## src/hw/scg_pkg.sv

```systemverilog
// Shared constants and types of the serial port clock generation block
package scg_pkg;

   // ---------------------------------------------------------------
   // Register map (byte addresses)
   // ---------------------------------------------------------------
   localparam int         SCG_ADDR_W       = 8;
   localparam logic [7:0] SCG_OFS_DATA     = 8'h00;
   localparam logic [7:0] SCG_OFS_CTRL_A   = 8'h04;
   localparam logic [7:0] SCG_OFS_CTRL_C   = 8'h08;
   localparam logic [7:0] SCG_OFS_DIV_LOW  = 8'h0c;
   localparam logic [7:0] SCG_OFS_DIV_HIGH = 8'h10;

   // ---------------------------------------------------------------
   // Field positions
   // ---------------------------------------------------------------
   localparam int SCG_A_RXC  = 7;
   localparam int SCG_A_TXC  = 6;
   localparam int SCG_A_DRE  = 5;
   localparam int SCG_A_FE   = 4;
   localparam int SCG_A_DOR  = 3;
   localparam int SCG_A_PE   = 2;
   localparam int SCG_A_DS   = 0;
   localparam int SCG_C_POL  = 0;
   localparam int SCG_C_DIR  = 1;
   localparam int SCG_C_TXEN = 2;
   localparam int SCG_C_RXEN = 3;
   localparam int SCG_C_PAR  = 4;
   localparam int SCG_C_SYNC = 6;
   localparam int SCG_E_FE   = 8;
   localparam int SCG_E_PE   = 9;

   // ---------------------------------------------------------------
   // Codes and counts
   // ---------------------------------------------------------------
   localparam logic [1:0] SCG_PAR_ODD     = 2'h3;
   localparam logic [1:0] SCG_RESP_OKAY   = 2'h0;
   localparam logic [1:0] SCG_RESP_SLVERR = 2'h2;
   localparam logic [3:0] SCG_LAST_NORMAL = 4'hf;
   localparam logic [3:0] SCG_LAST_DOUBLE = 4'h7;
   localparam logic [3:0] SCG_MID_NORMAL  = 4'h7;
   localparam logic [3:0] SCG_MID_DOUBLE  = 4'h3;
   localparam logic [2:0] SCG_LAST_BIT    = 3'h7;
   localparam logic [1:0] SCG_RX_DEPTH    = 2'h2;
   localparam logic [3:0] SCG_DIV_HIGH_W  = 4'hf;

   typedef enum logic [2:0] {TX_IDLE, TX_START, TX_DATA, TX_PAR, TX_STOP} scg_tx_st_t;
   typedef enum logic [2:0] {RX_IDLE, RX_START, RX_DATA, RX_PAR, RX_STOP} scg_rx_st_t;

   typedef struct packed {
      logic             aw_full;
      logic [7:0]       aw_addr;
      logic             w_full;
      logic [31:0]      w_data;
      logic [3:0]       w_strb;
      logic             awready;
      logic             wready;
      logic             bvalid;
      logic [1:0]       bresp;
      logic             arready;
      logic             rvalid;
      logic [31:0]      rdata;
      logic [1:0]       rresp;
      logic [11:0]      div;
      logic [11:0]      cnt;
      logic             ds;
      logic             sync;
      logic             dir;
      logic             pol;
      logic             tx_en;
      logic             rx_en;
      logic [1:0]       par_mode;
      logic             xs1;
      logic             xs2;
      logic             xprev;
      logic             xck_o;
      logic             xck_oe_n;
      logic [3:0]       tx_pre;
      scg_tx_st_t       tx_st;
      logic [7:0]       tx_buf;
      logic             tx_buf_full;
      logic [7:0]       tx_sh;
      logic [2:0]       tx_bit;
      logic             tx_par;
      logic             tx_line;
      scg_rx_st_t       rx_st;
      logic [3:0]       rx_ph;
      logic [7:0]       rx_sh;
      logic [2:0]       rx_bit;
      logic             rx_par;
      logic             rx_perr;
      logic [1:0][9:0]  fifo;
      logic [1:0]       fcnt;
      logic             ovr;
      logic             txc;
      logic             dre;
      logic             rxc;
   } scg_state_t;

endpackage

```

## src/hw/scg_top.sv

```systemverilog
// Serial port with baud generator, clock modes and AXI4-Lite registers
`timescale 1ns/1ps
`default_nettype none

module scg_top (
   input  wire logic                          aclk,
   input  wire logic                          aresetn,
   input  wire logic [scg_pkg::SCG_ADDR_W-1:0] s_axi_awaddr,
   input  wire logic                          s_axi_awvalid,
   output logic                               s_axi_awready,
   input  wire logic [31:0]                   s_axi_wdata,
   input  wire logic [3:0]                    s_axi_wstrb,
   input  wire logic                          s_axi_wvalid,
   output logic                               s_axi_wready,
   output logic [1:0]                         s_axi_bresp,
   output logic                               s_axi_bvalid,
   input  wire logic                          s_axi_bready,
   input  wire logic [scg_pkg::SCG_ADDR_W-1:0] s_axi_araddr,
   input  wire logic                          s_axi_arvalid,
   output logic                               s_axi_arready,
   output logic [31:0]                        s_axi_rdata,
   output logic [1:0]                         s_axi_rresp,
   output logic                               s_axi_rvalid,
   input  wire logic                          s_axi_rready,
   output logic                               serial_tx_pin,
   input  wire logic                          serial_rx_pin,
   input  wire logic                          transfer_clock_pin_in,
   output logic                               transfer_clock_pin_out,
   output logic                               transfer_clock_pin_oe_n,
   output logic                               irq_tx_complete,
   output logic                               irq_data_empty,
   output logic                               irq_rx_complete
);

   localparam scg_pkg::scg_state_t RST_VAL = '{tx_line: 1'b1, xck_oe_n: 1'b1, dre: 1'b1,
                                              tx_st: scg_pkg::TX_IDLE,
                                              rx_st: scg_pkg::RX_IDLE, default: '0};

   scg_pkg::scg_state_t q;
   scg_pkg::scg_state_t d;
   logic       wr_fire;
   logic       rd_fire;
   logic       wr_low;
   logic       wr_data;
   logic       txc_clr;
   logic       rd_pop;
   logic       ovr_clr;
   logic       tick;
   logic       master;
   logic       slave;
   logic [3:0] last;
   logic [3:0] mid;
   logic       xrise;
   logic       xfall;
   logic       chg;
   logic       smp;
   logic       tx_step;
   logic       rx_ev;
   logic       odd;
   logic       rx_push;
   logic [9:0] rx_entry;

   // ----------------------------------------------------------------
   // Next state
   // ----------------------------------------------------------------
   always_comb begin
      d        = q;
      wr_low   = 1'b0;
      wr_data  = 1'b0;
      txc_clr  = 1'b0;
      rd_pop   = 1'b0;
      ovr_clr  = 1'b0;
      rx_push  = 1'b0;
      rx_entry = '0;
      wr_fire  = q.aw_full && q.w_full && !q.bvalid;
      rd_fire  = s_axi_arvalid && q.arready;
      if (s_axi_awvalid && q.awready) begin
         d.aw_full = 1'b1;
         d.aw_addr = s_axi_awaddr;
      end
      if (s_axi_wvalid && q.wready) begin
         d.w_full = 1'b1;
         d.w_data = s_axi_wdata;
         d.w_strb = s_axi_wstrb;
      end
      if (q.bvalid && s_axi_bready) begin
         d.bvalid = 1'b0;
      end
      if (q.rvalid && s_axi_rready) begin
         d.rvalid = 1'b0;
      end
      if (wr_fire) begin
         d.aw_full = 1'b0;
         d.w_full  = 1'b0;
         d.bvalid  = 1'b1;
         d.bresp   = scg_pkg::SCG_RESP_OKAY;
         case (q.aw_addr)
            scg_pkg::SCG_OFS_DATA: begin
               wr_data = q.w_strb[0];
            end
            scg_pkg::SCG_OFS_CTRL_A: begin
               if (q.w_strb[0]) begin
                  d.ds    = q.w_data[scg_pkg::SCG_A_DS];
                  txc_clr = q.w_data[scg_pkg::SCG_A_TXC];
               end
            end
            scg_pkg::SCG_OFS_CTRL_C: begin
               if (q.w_strb[0]) begin
                  d.pol      = q.w_data[scg_pkg::SCG_C_POL];
                  d.dir      = q.w_data[scg_pkg::SCG_C_DIR];
                  d.tx_en    = q.w_data[scg_pkg::SCG_C_TXEN];
                  d.rx_en    = q.w_data[scg_pkg::SCG_C_RXEN];
                  d.par_mode = q.w_data[scg_pkg::SCG_C_PAR +: 2];
                  d.sync     = q.w_data[scg_pkg::SCG_C_SYNC];
               end
            end
            scg_pkg::SCG_OFS_DIV_LOW: begin
               if (q.w_strb[0]) begin
                  d.div[7:0] = q.w_data[7:0];
                  wr_low     = 1'b1;
               end
            end
            scg_pkg::SCG_OFS_DIV_HIGH: begin
               if (q.w_strb[0]) begin
                  d.div[11:8] = q.w_data[3:0] & scg_pkg::SCG_DIV_HIGH_W;
               end
            end
            default: begin
               d.bresp = scg_pkg::SCG_RESP_SLVERR;
            end
         endcase
      end
      if (rd_fire) begin
         d.rvalid = 1'b1;
         d.rresp  = scg_pkg::SCG_RESP_OKAY;
         d.rdata  = '0;
         case (s_axi_araddr)
            scg_pkg::SCG_OFS_DATA: begin
               d.rdata[7:0] = q.fifo[0][7:0];
               rd_pop       = (q.fcnt != 2'h0);
               ovr_clr      = 1'b1;
            end
            scg_pkg::SCG_OFS_CTRL_A: begin
               d.rdata[scg_pkg::SCG_A_RXC] = q.rxc;
               d.rdata[scg_pkg::SCG_A_TXC] = q.txc;
               d.rdata[scg_pkg::SCG_A_DRE] = q.dre;
               d.rdata[scg_pkg::SCG_A_FE]  = q.fifo[0][scg_pkg::SCG_E_FE] && q.rxc;
               d.rdata[scg_pkg::SCG_A_DOR] = q.ovr;
               d.rdata[scg_pkg::SCG_A_PE]  = q.fifo[0][scg_pkg::SCG_E_PE] && q.rxc;
               d.rdata[scg_pkg::SCG_A_DS]  = q.ds;
            end
            scg_pkg::SCG_OFS_CTRL_C: begin
               d.rdata[scg_pkg::SCG_C_POL]        = q.pol;
               d.rdata[scg_pkg::SCG_C_DIR]        = q.dir;
               d.rdata[scg_pkg::SCG_C_TXEN]       = q.tx_en;
               d.rdata[scg_pkg::SCG_C_RXEN]       = q.rx_en;
               d.rdata[scg_pkg::SCG_C_PAR +: 2]   = q.par_mode;
               d.rdata[scg_pkg::SCG_C_SYNC]       = q.sync;
            end
            scg_pkg::SCG_OFS_DIV_LOW: begin
               d.rdata[7:0] = q.div[7:0];
            end
            scg_pkg::SCG_OFS_DIV_HIGH: begin
               d.rdata[3:0] = q.div[11:8];
            end
            default: begin
               d.rresp = scg_pkg::SCG_RESP_SLVERR;
            end
         endcase
      end
      d.awready = !d.aw_full;
      d.wready  = !d.w_full;
      d.arready = !d.rvalid;

      // ----------------------------------------------------------------
      // Baud generator and clock modes
      // ----------------------------------------------------------------
      tick  = (q.cnt == 12'h000);
      d.cnt = (tick || wr_low) ? d.div : q.cnt - 12'h001;
      master = q.sync && q.dir;
      slave  = q.sync && !q.dir;
      last   = q.ds ? scg_pkg::SCG_LAST_DOUBLE : scg_pkg::SCG_LAST_NORMAL;
      mid    = q.ds ? scg_pkg::SCG_MID_DOUBLE : scg_pkg::SCG_MID_NORMAL;
      odd    = (q.par_mode == scg_pkg::SCG_PAR_ODD);
      d.xs1   = transfer_clock_pin_in;
      d.xs2   = q.xs1;
      d.xprev = q.xs2;
      d.xck_o    = master ? (q.xck_o ^ tick) : 1'b0;
      d.xck_oe_n = !master;
      xrise = master ? (tick && !q.xck_o) : (slave && q.xs2 && !q.xprev);
      xfall = master ? (tick && q.xck_o) : (slave && !q.xs2 && q.xprev);
      chg   = q.pol ? xfall : xrise;
      smp   = q.pol ? xrise : xfall;
      tx_step = q.sync ? chg : (tick && q.tx_pre >= last);
      if (q.sync) begin
         d.tx_pre = 4'h0;
      end else if (tick) begin
         d.tx_pre = (q.tx_pre >= last) ? 4'h0 : q.tx_pre + 4'h1;
      end

      // ----------------------------------------------------------------
      // Transmitter
      // ----------------------------------------------------------------
      if (wr_data && !q.tx_buf_full) begin
         d.tx_buf      = q.w_data[7:0];
         d.tx_buf_full = 1'b1;
      end
      if (txc_clr) begin
         d.txc = 1'b0;
      end
      if (!q.tx_en) begin
         d.tx_st   = scg_pkg::TX_IDLE;
         d.tx_line = 1'b1;
      end else if (tx_step) begin
         case (q.tx_st)
            scg_pkg::TX_IDLE, scg_pkg::TX_STOP: begin
               if (q.tx_buf_full) begin
                  d.tx_sh       = q.tx_buf;
                  d.tx_buf_full = 1'b0;
                  d.tx_par      = ^q.tx_buf ^ odd;
                  d.tx_line     = 1'b0;
                  d.tx_st       = scg_pkg::TX_START;
               end else begin
                  d.tx_line = 1'b1;
                  d.tx_st   = scg_pkg::TX_IDLE;
                  d.txc     = q.txc || (q.tx_st == scg_pkg::TX_STOP);
               end
            end
            scg_pkg::TX_START: begin
               d.tx_line = q.tx_sh[0];
               d.tx_sh   = q.tx_sh >> 1;
               d.tx_bit  = 3'h0;
               d.tx_st   = scg_pkg::TX_DATA;
            end
            scg_pkg::TX_DATA: begin
               if (q.tx_bit == scg_pkg::SCG_LAST_BIT) begin
                  d.tx_line = q.par_mode[1] ? q.tx_par : 1'b1;
                  d.tx_st   = q.par_mode[1] ? scg_pkg::TX_PAR : scg_pkg::TX_STOP;
               end else begin
                  d.tx_line = q.tx_sh[0];
                  d.tx_sh   = q.tx_sh >> 1;
                  d.tx_bit  = q.tx_bit + 3'h1;
               end
            end
            scg_pkg::TX_PAR: begin
               d.tx_line = 1'b1;
               d.tx_st   = scg_pkg::TX_STOP;
            end
            default: begin
               d.tx_st = scg_pkg::TX_IDLE;
            end
         endcase
      end
      d.dre = !d.tx_buf_full;

      // ----------------------------------------------------------------
      // Receiver
      // ----------------------------------------------------------------
      rx_ev = q.sync ? smp : (tick && q.rx_ph == mid);
      if (!q.sync && tick && q.rx_st != scg_pkg::RX_IDLE) begin
         d.rx_ph = (q.rx_ph >= last) ? 4'h0 : q.rx_ph + 4'h1;
      end
      if (!q.rx_en) begin
         d.rx_st = scg_pkg::RX_IDLE;
      end else begin
         case (q.rx_st)
            scg_pkg::RX_IDLE: begin
               if (!serial_rx_pin && (q.sync ? smp : tick)) begin
                  d.rx_st   = q.sync ? scg_pkg::RX_DATA : scg_pkg::RX_START;
                  d.rx_ph   = 4'h0;
                  d.rx_bit  = 3'h0;
                  d.rx_par  = 1'b0;
                  d.rx_perr = 1'b0;
               end
            end
            scg_pkg::RX_START: begin
               if (rx_ev) begin
                  d.rx_st = serial_rx_pin ? scg_pkg::RX_IDLE : scg_pkg::RX_DATA;
               end
            end
            scg_pkg::RX_DATA: begin
               if (rx_ev) begin
                  d.rx_sh  = {serial_rx_pin, q.rx_sh[7:1]};
                  d.rx_par = q.rx_par ^ serial_rx_pin;
                  d.rx_bit = q.rx_bit + 3'h1;
                  if (q.rx_bit == scg_pkg::SCG_LAST_BIT) begin
                     d.rx_st = q.par_mode[1] ? scg_pkg::RX_PAR : scg_pkg::RX_STOP;
                  end
               end
            end
            scg_pkg::RX_PAR: begin
               if (rx_ev) begin
                  d.rx_perr = serial_rx_pin ^ q.rx_par ^ odd;
                  d.rx_st   = scg_pkg::RX_STOP;
               end
            end
            scg_pkg::RX_STOP: begin
               if (rx_ev) begin
                  rx_push  = 1'b1;
                  rx_entry = {q.rx_perr, !serial_rx_pin, q.rx_sh};
                  d.rx_st  = scg_pkg::RX_IDLE;
               end
            end
            default: begin
               d.rx_st = scg_pkg::RX_IDLE;
            end
         endcase
      end
      if (ovr_clr) begin
         d.ovr = 1'b0;
      end
      if (rd_pop) begin
         d.fifo[0] = q.fifo[1];
         d.fcnt    = q.fcnt - 2'h1;
      end
      if (rx_push) begin
         if (d.fcnt == scg_pkg::SCG_RX_DEPTH) begin
            d.ovr = 1'b1;
         end else begin
            d.fifo[d.fcnt[0]] = rx_entry;
            d.fcnt            = d.fcnt + 2'h1;
         end
      end
      d.rxc = (d.fcnt != 2'h0);
   end

   always_ff @(posedge aclk) begin
      if (!aresetn) begin
         q <= RST_VAL;
      end else begin
         q <= d;
      end
   end

   assign s_axi_awready           = q.awready;
   assign s_axi_wready            = q.wready;
   assign s_axi_bresp             = q.bresp;
   assign s_axi_bvalid            = q.bvalid;
   assign s_axi_arready           = q.arready;
   assign s_axi_rdata             = q.rdata;
   assign s_axi_rresp             = q.rresp;
   assign s_axi_rvalid            = q.rvalid;
   assign serial_tx_pin           = q.tx_line;
   assign transfer_clock_pin_out  = q.xck_o;
   assign transfer_clock_pin_oe_n = q.xck_oe_n;
   assign irq_tx_complete         = q.txc;
   assign irq_data_empty          = q.dre;
   assign irq_rx_complete         = q.rxc;

   // ----------------------------------------------------------------
   // Checks
   // ----------------------------------------------------------------
   logic [4:0] tk_cnt_q;
   logic       tk_ok_q;

   // Tick count is trusted only after one async bit step with no mode change
   always_ff @(posedge aclk) begin
      if (!aresetn || tx_step) begin
         tk_cnt_q <= 5'h00;
      end else if (tick) begin
         tk_cnt_q <= tk_cnt_q + 5'h01;
      end
      tk_ok_q <= aresetn && !q.sync && (d.ds == q.ds) && (tk_ok_q || tx_step);
   end
endmodule
`default_nettype wire

```

## config.mk

```make
export PLATFORM = sky130hd
export DESIGN_NAME = scg_top
export DESIGN_NICKNAME = d
export VERILOG_FILES = /design/src/hw/scg_pkg.sv /design/src/hw/scg_top.sv
export SDC_FILE = /design/constraint.sdc
export NUM_CORES = 1
export LEC_CHECK = 0
export CAP_MARGIN = 20
export CORE_MARGIN = 2
export CORE_UTILIZATION = 40
export DETAILED_ROUTE_END_ITERATION = 10
export DONT_BUFFER_PORTS = 1
export PLACE_DENSITY = 0.6
export SETUP_SLACK_MARGIN = 0.2
export SYNTH_ARGS = -nofsm -noshare
export SYNTH_HDL_FRONTEND = slang
export SYNTH_SLANG_ARGS = --single-unit
```

## constraint.sdc

```tcl
create_clock -name aclk -period 2.5 [get_ports aclk]
set_input_delay 0.25 -clock aclk [delete_from_list [all_inputs] [get_ports aclk]]
set_output_delay 0.25 -clock aclk [all_outputs]
set_load 0.02 [all_outputs]
```

==> results.py <==
metrics = {
    "detailed_routing": {
        "wirelength_um": 17100,
        "drt-wirelength-per-cell_um": 15.5,
        "route.detailed.vias_per_inst": 5.26,
        "detail_route.drc_violations": 0,
        "drt_pass1_iterations": 5,
        "vias": 5777,
        "route.antenna.remaining_nets": 0,
        "detail_route.iter0.violations": 304,
    },
    "synthesis": {
        "ys_top_cells_by_count": "sky130_fd_sc_hd__dfxtp_1, sky130_fd_sc_hd__nand2_1, sky130_fd_sc_hd__mux2i_1, sky130_fd_sc_hd__nand3_1, sky130_fd_sc_hd__a21boi_0",
        "synth_edf_count": 0,
        "syn_area_um2": 7310,
        "synth.ff_latch_count": 146,
        "syn_area_per_cell_um2": 8.90,
        "seq_area_frac_synth_pct": 40.0,
        "synth-async-reset-ratio_pct": 0,
        "postSynthCellCount": 821,
        "netlist-cell-type-count": 70,
        "synthMostInstantiatedCell": "sky130_fd_sc_hd__dfxtp_1",
        "dominantRegCellSynth": "sky130_fd_sc_hd__dfxtp_1",
        "synth.top_cell.area_share_pct": 40.0,
        "synthDominantAreaCellType": "sky130_fd_sc_hd__dfxtp_1",
        "synthTopCellsByArea": "sky130_fd_sc_hd__dfxtp_1, sky130_fd_sc_hd__nand2_1, sky130_fd_sc_hd__mux2i_1",
        "ys_warn_count": 0,
    },
    "power_and_ir_drop": {
        "power.leakage_nw": 3.49,
        "ir_drop_mv": 0.489,
        "power.density_nw_per_um2": 723,
    },
    "sta": {
        "rsz0062_at_grt": "yes",
        "final-max-slew-violation-count": 0,
        "post-route-period-util_pct": 98.0,
        "final_hold_viol_count": 0,
        "max_slew_headroom_at_the_worst_pin_pct": 58.1,
        "tns_ns": 0,
        "tightestPinTransition_ns": 0.628,
        "finalSetupViolCount": 0,
        "achievable_freq_mhz": 408,
        "layout_min_cycle_time_ns": 2.45,
        "finClkSkew_ns": 0.00828,
    },
    "layout": {
        "num-nets-final": 933,
        "largest_register_ff_count": 123,
        "fin_area_um2": 8710,
        "areaGrowthSynthToFinish_pct": 19.1,
        "top_register": "q",
        "drive_above_1_share_pct": 17.4,
        "finalNonFillerCells": 1099,
        "antenna-diode-count": 0,
    },
    "floorplan": {
        "die_width_um": 139,
        "ports": 108,
        "standard_cell_rows": 49,
        "core_um2": 18000,
        "die_area_um2": 19400,
        "floorplan.initialDensity_pct": 40.7,
        "floorplan.die.height_um": 139,
    },
    "worst_setup_path": {
        "endpoint_kind": "flop",
        "crit-reg2reg-capture": "q[28]",
        "cp.required_ns": 2.81,
        "r2r.worst_path.cells": 13,
        "critical_path.reg2reg.startpoint": "q[89]",
        "worst_path_largest_cell_delay_ns": 0.36,
        "setup.worst_path.class": "flop to flop",
        "cp_slowest_cell": "sky130_fd_sc_hd__o41ai_4",
        "critPathLaunchType": "flop",
        "worst-endpoint-arrival_ns": 2.76,
        "setup.reg_to_reg.worst_slack_ns": 0.05,
        "cell_by_cell_listing_of_the_critical_path": "inv_2 -> ha_4 -> nor4b_4 -> nand3_2 -> inv_4 -> ha_4 -> a21oi_4 -> a221oi_4 -> buf_6 -> o21ai_4 -> o41ai_4 -> buf_6 -> o22ai_2",
        "timing.critical_path.fanout_max": 8,
    },
    "clocking": {
        "cts-buffers-inserted": 17,
        "clock_latency_ns": 0.43,
        "clock_slew_seen_by_the_registers_of_the_worst_setup_and_hold_paths_ns": 0.06,
        "clock_tree.root_cell": "sky130_fd_sc_hd__clkbuf_16",
        "clock_sinks": 146,
        "cts.path.max_buffers": 2,
        "tritoncts": "yes",
        "htreeDepth": 4,
    },
    "place": {
        "detailedPlacementHpwl_um": 11200,
        "placed_area_um2": 7550,
        "port-buffer-count": 0,
        "placedCellCount": 1021,
        "gp_routability_congestion": 0.782,
    },
    "min_path": {
        "hold_path_end": "q[70]",
        "min-delay-path-class": "input port to flop",
        "hold_wc_startpoint": "aresetn",
        "hold_path_depth": 2,
    },
    "flow_run": {
        "timing.max_cap.violations": 0,
    },
    "global_routing": {
        "track_usage_pct": 17.5,
        "grt_pass1_wl_um": 27400,
        "grt_start_max_net_pins": 129,
        "antenna_found_initial": 0,
        "grt_pass1_vias": 5299,
        "globalRouteOverflowTotal": 0,
    },
    "outcome": {
        "outcome": "complete, no violations",
    },
}
[worst max-delay path: cells and delay by family, from the launching register on]
kind	cells	cell delay (ns)
compound gates	5	0.88
buf+inv	4	0.51
simple gates	2	0.35
fa+ha+maj	2	0.27
flops	1	0.33
[where the power goes]
group / internal, W / total (W) / switching, W / leakage (nW)
combinational: 0.000553 / 0.00113 / 0.000578 / 2.03
sequential: 0.00245 / 0.00258 / 0.000133 / 1.18
clock: 0.00149 / 0.00258 / 0.00109 / 0.276
[stage by stage]
| stage | utilization [%] | hold WS [ns] | setup slack (ns) | power [W] |
|---|---|---|---|---|
| floorplan | - | 0.377 | 0.136 | 0.00343 |
| global placement | 42.0 | 0.369 | 0.0799 | 0.00357 |
| detailed placement | 42.0 | 0.369 | 0.00273 | 0.00358 |
| CTS | 47.1 | 0.000376 | 0.0346 | 0.00630 |
| global route | 48.5 | 0.00240 | -0.0887 | 0.00658 |
| finish | 48.5 | 0.0129 | 0.0499 | 0.00629 |
[area by class of cell]
cell class                      count  area [um2]
Timing Repair Buffer               73         693
Inverter                           17        66.3
Fill cell                        1686        9260
Multi-Input combinational cell    602        4140
Tap cell                          229         287
Sequential cell                   146        2930
Clock buffer                       17         425
Clock inverter                     15         170
[layer usage]
layer / part of all wire [%] / up-vias / routed length [um] / track usage, %
met5: 0 / - / 0 / 0
met4: 1.4 / 0 / 245 / 6.22
met3: 4.9 / 19 / 841 / 4.04
met2: 45 / 117 / 7740 / 27.0
met1: 48 / 2744 / 8230 / 24.1
li1: - / 2897 / - / -
[cells by family (layout without fill, tap and decap cells)]
group,count (synthesis),count (layout),synth area share (%)
xor+xnor,20,20,2.50
simple gates,314,314,22.1
compound gates,165,165,16.0
mux,62,62,9.38
flops,146,146,40.0
fa+ha+maj,15,15,2.57
other cells,1,26,0.0513
buf+inv,98,122,7.36
[worst max-delay path by stage]
stage	to	slack, ns	cells after the start	from
after global placement	q[43]	0.08	10	q[94]
final	q[28]	0.05	13	q[89]
after global routing	q[28]	-0.09	13	q[88]
after detailed placement	q[19]	0.003	13	q[88]
after floorplan	q[15]	0.14	14	q[89]
after CTS	q[19]	0.03	13	q[89]
[what timing repair did]
item | in CTS | in global routing
endpoints found under the hold margin | 125 | 1
hold buffers | 22 | 1
pin swaps | 5 | 14
endpoints found under the setup margin | 51 | 68
resized for setup | 4 | 35
buffers inserted | 10 | 13
[cell usage in the layout (no fill, tap or decap), types with 4 or more instances in the layout]
master	n
sky130_fd_sc_hd__nand4_1	4
sky130_fd_sc_hd__a21boi_0	38
sky130_fd_sc_hd__or4_1	5
sky130_fd_sc_hd__and3_1	6
sky130_fd_sc_hd__nor3_1	11
sky130_fd_sc_hd__nand3b_1	5
sky130_fd_sc_hd__nand3_1	41
sky130_fd_sc_hd__mux2i_1	46
sky130_fd_sc_hd__mux4_2	4
sky130_fd_sc_hd__clkbuf_16	17
sky130_fd_sc_hd__xnor2_1	13
sky130_fd_sc_hd__mux2_2	12
sky130_fd_sc_hd__dlygate4sd3_1	22
sky130_fd_sc_hd__a31oi_1	4
sky130_fd_sc_hd__inv_1	14
sky130_fd_sc_hd__buf_6	8
sky130_fd_sc_hd__o211ai_1	10
sky130_fd_sc_hd__a21oi_1	32
sky130_fd_sc_hd__conb_1	26
sky130_fd_sc_hd__o211a_1	14
sky130_fd_sc_hd__xor2_1	6
sky130_fd_sc_hd__a31o_2	4
sky130_fd_sc_hd__ha_1	12
sky130_fd_sc_hd__nand2b_1	6
sky130_fd_sc_hd__clkinvlp_4	5
sky130_fd_sc_hd__dfxtp_1	144
sky130_fd_sc_hd__nand2_1	128
sky130_fd_sc_hd__o21ai_0	22
sky130_fd_sc_hd__nand3_2	6
sky130_fd_sc_hd__nor2_1	37
sky130_fd_sc_hd__o21ai_1	6
sky130_fd_sc_hd__inv_6	6
sky130_fd_sc_hd__buf_4	38
sky130_fd_sc_hd__and2_1	8
sky130_fd_sc_hd__nor4_4	4
sky130_fd_sc_hd__nor2b_1	25
sky130_fd_sc_hd__o31ai_1	4
Note: power is estimated with default switching activity, not from simulation.
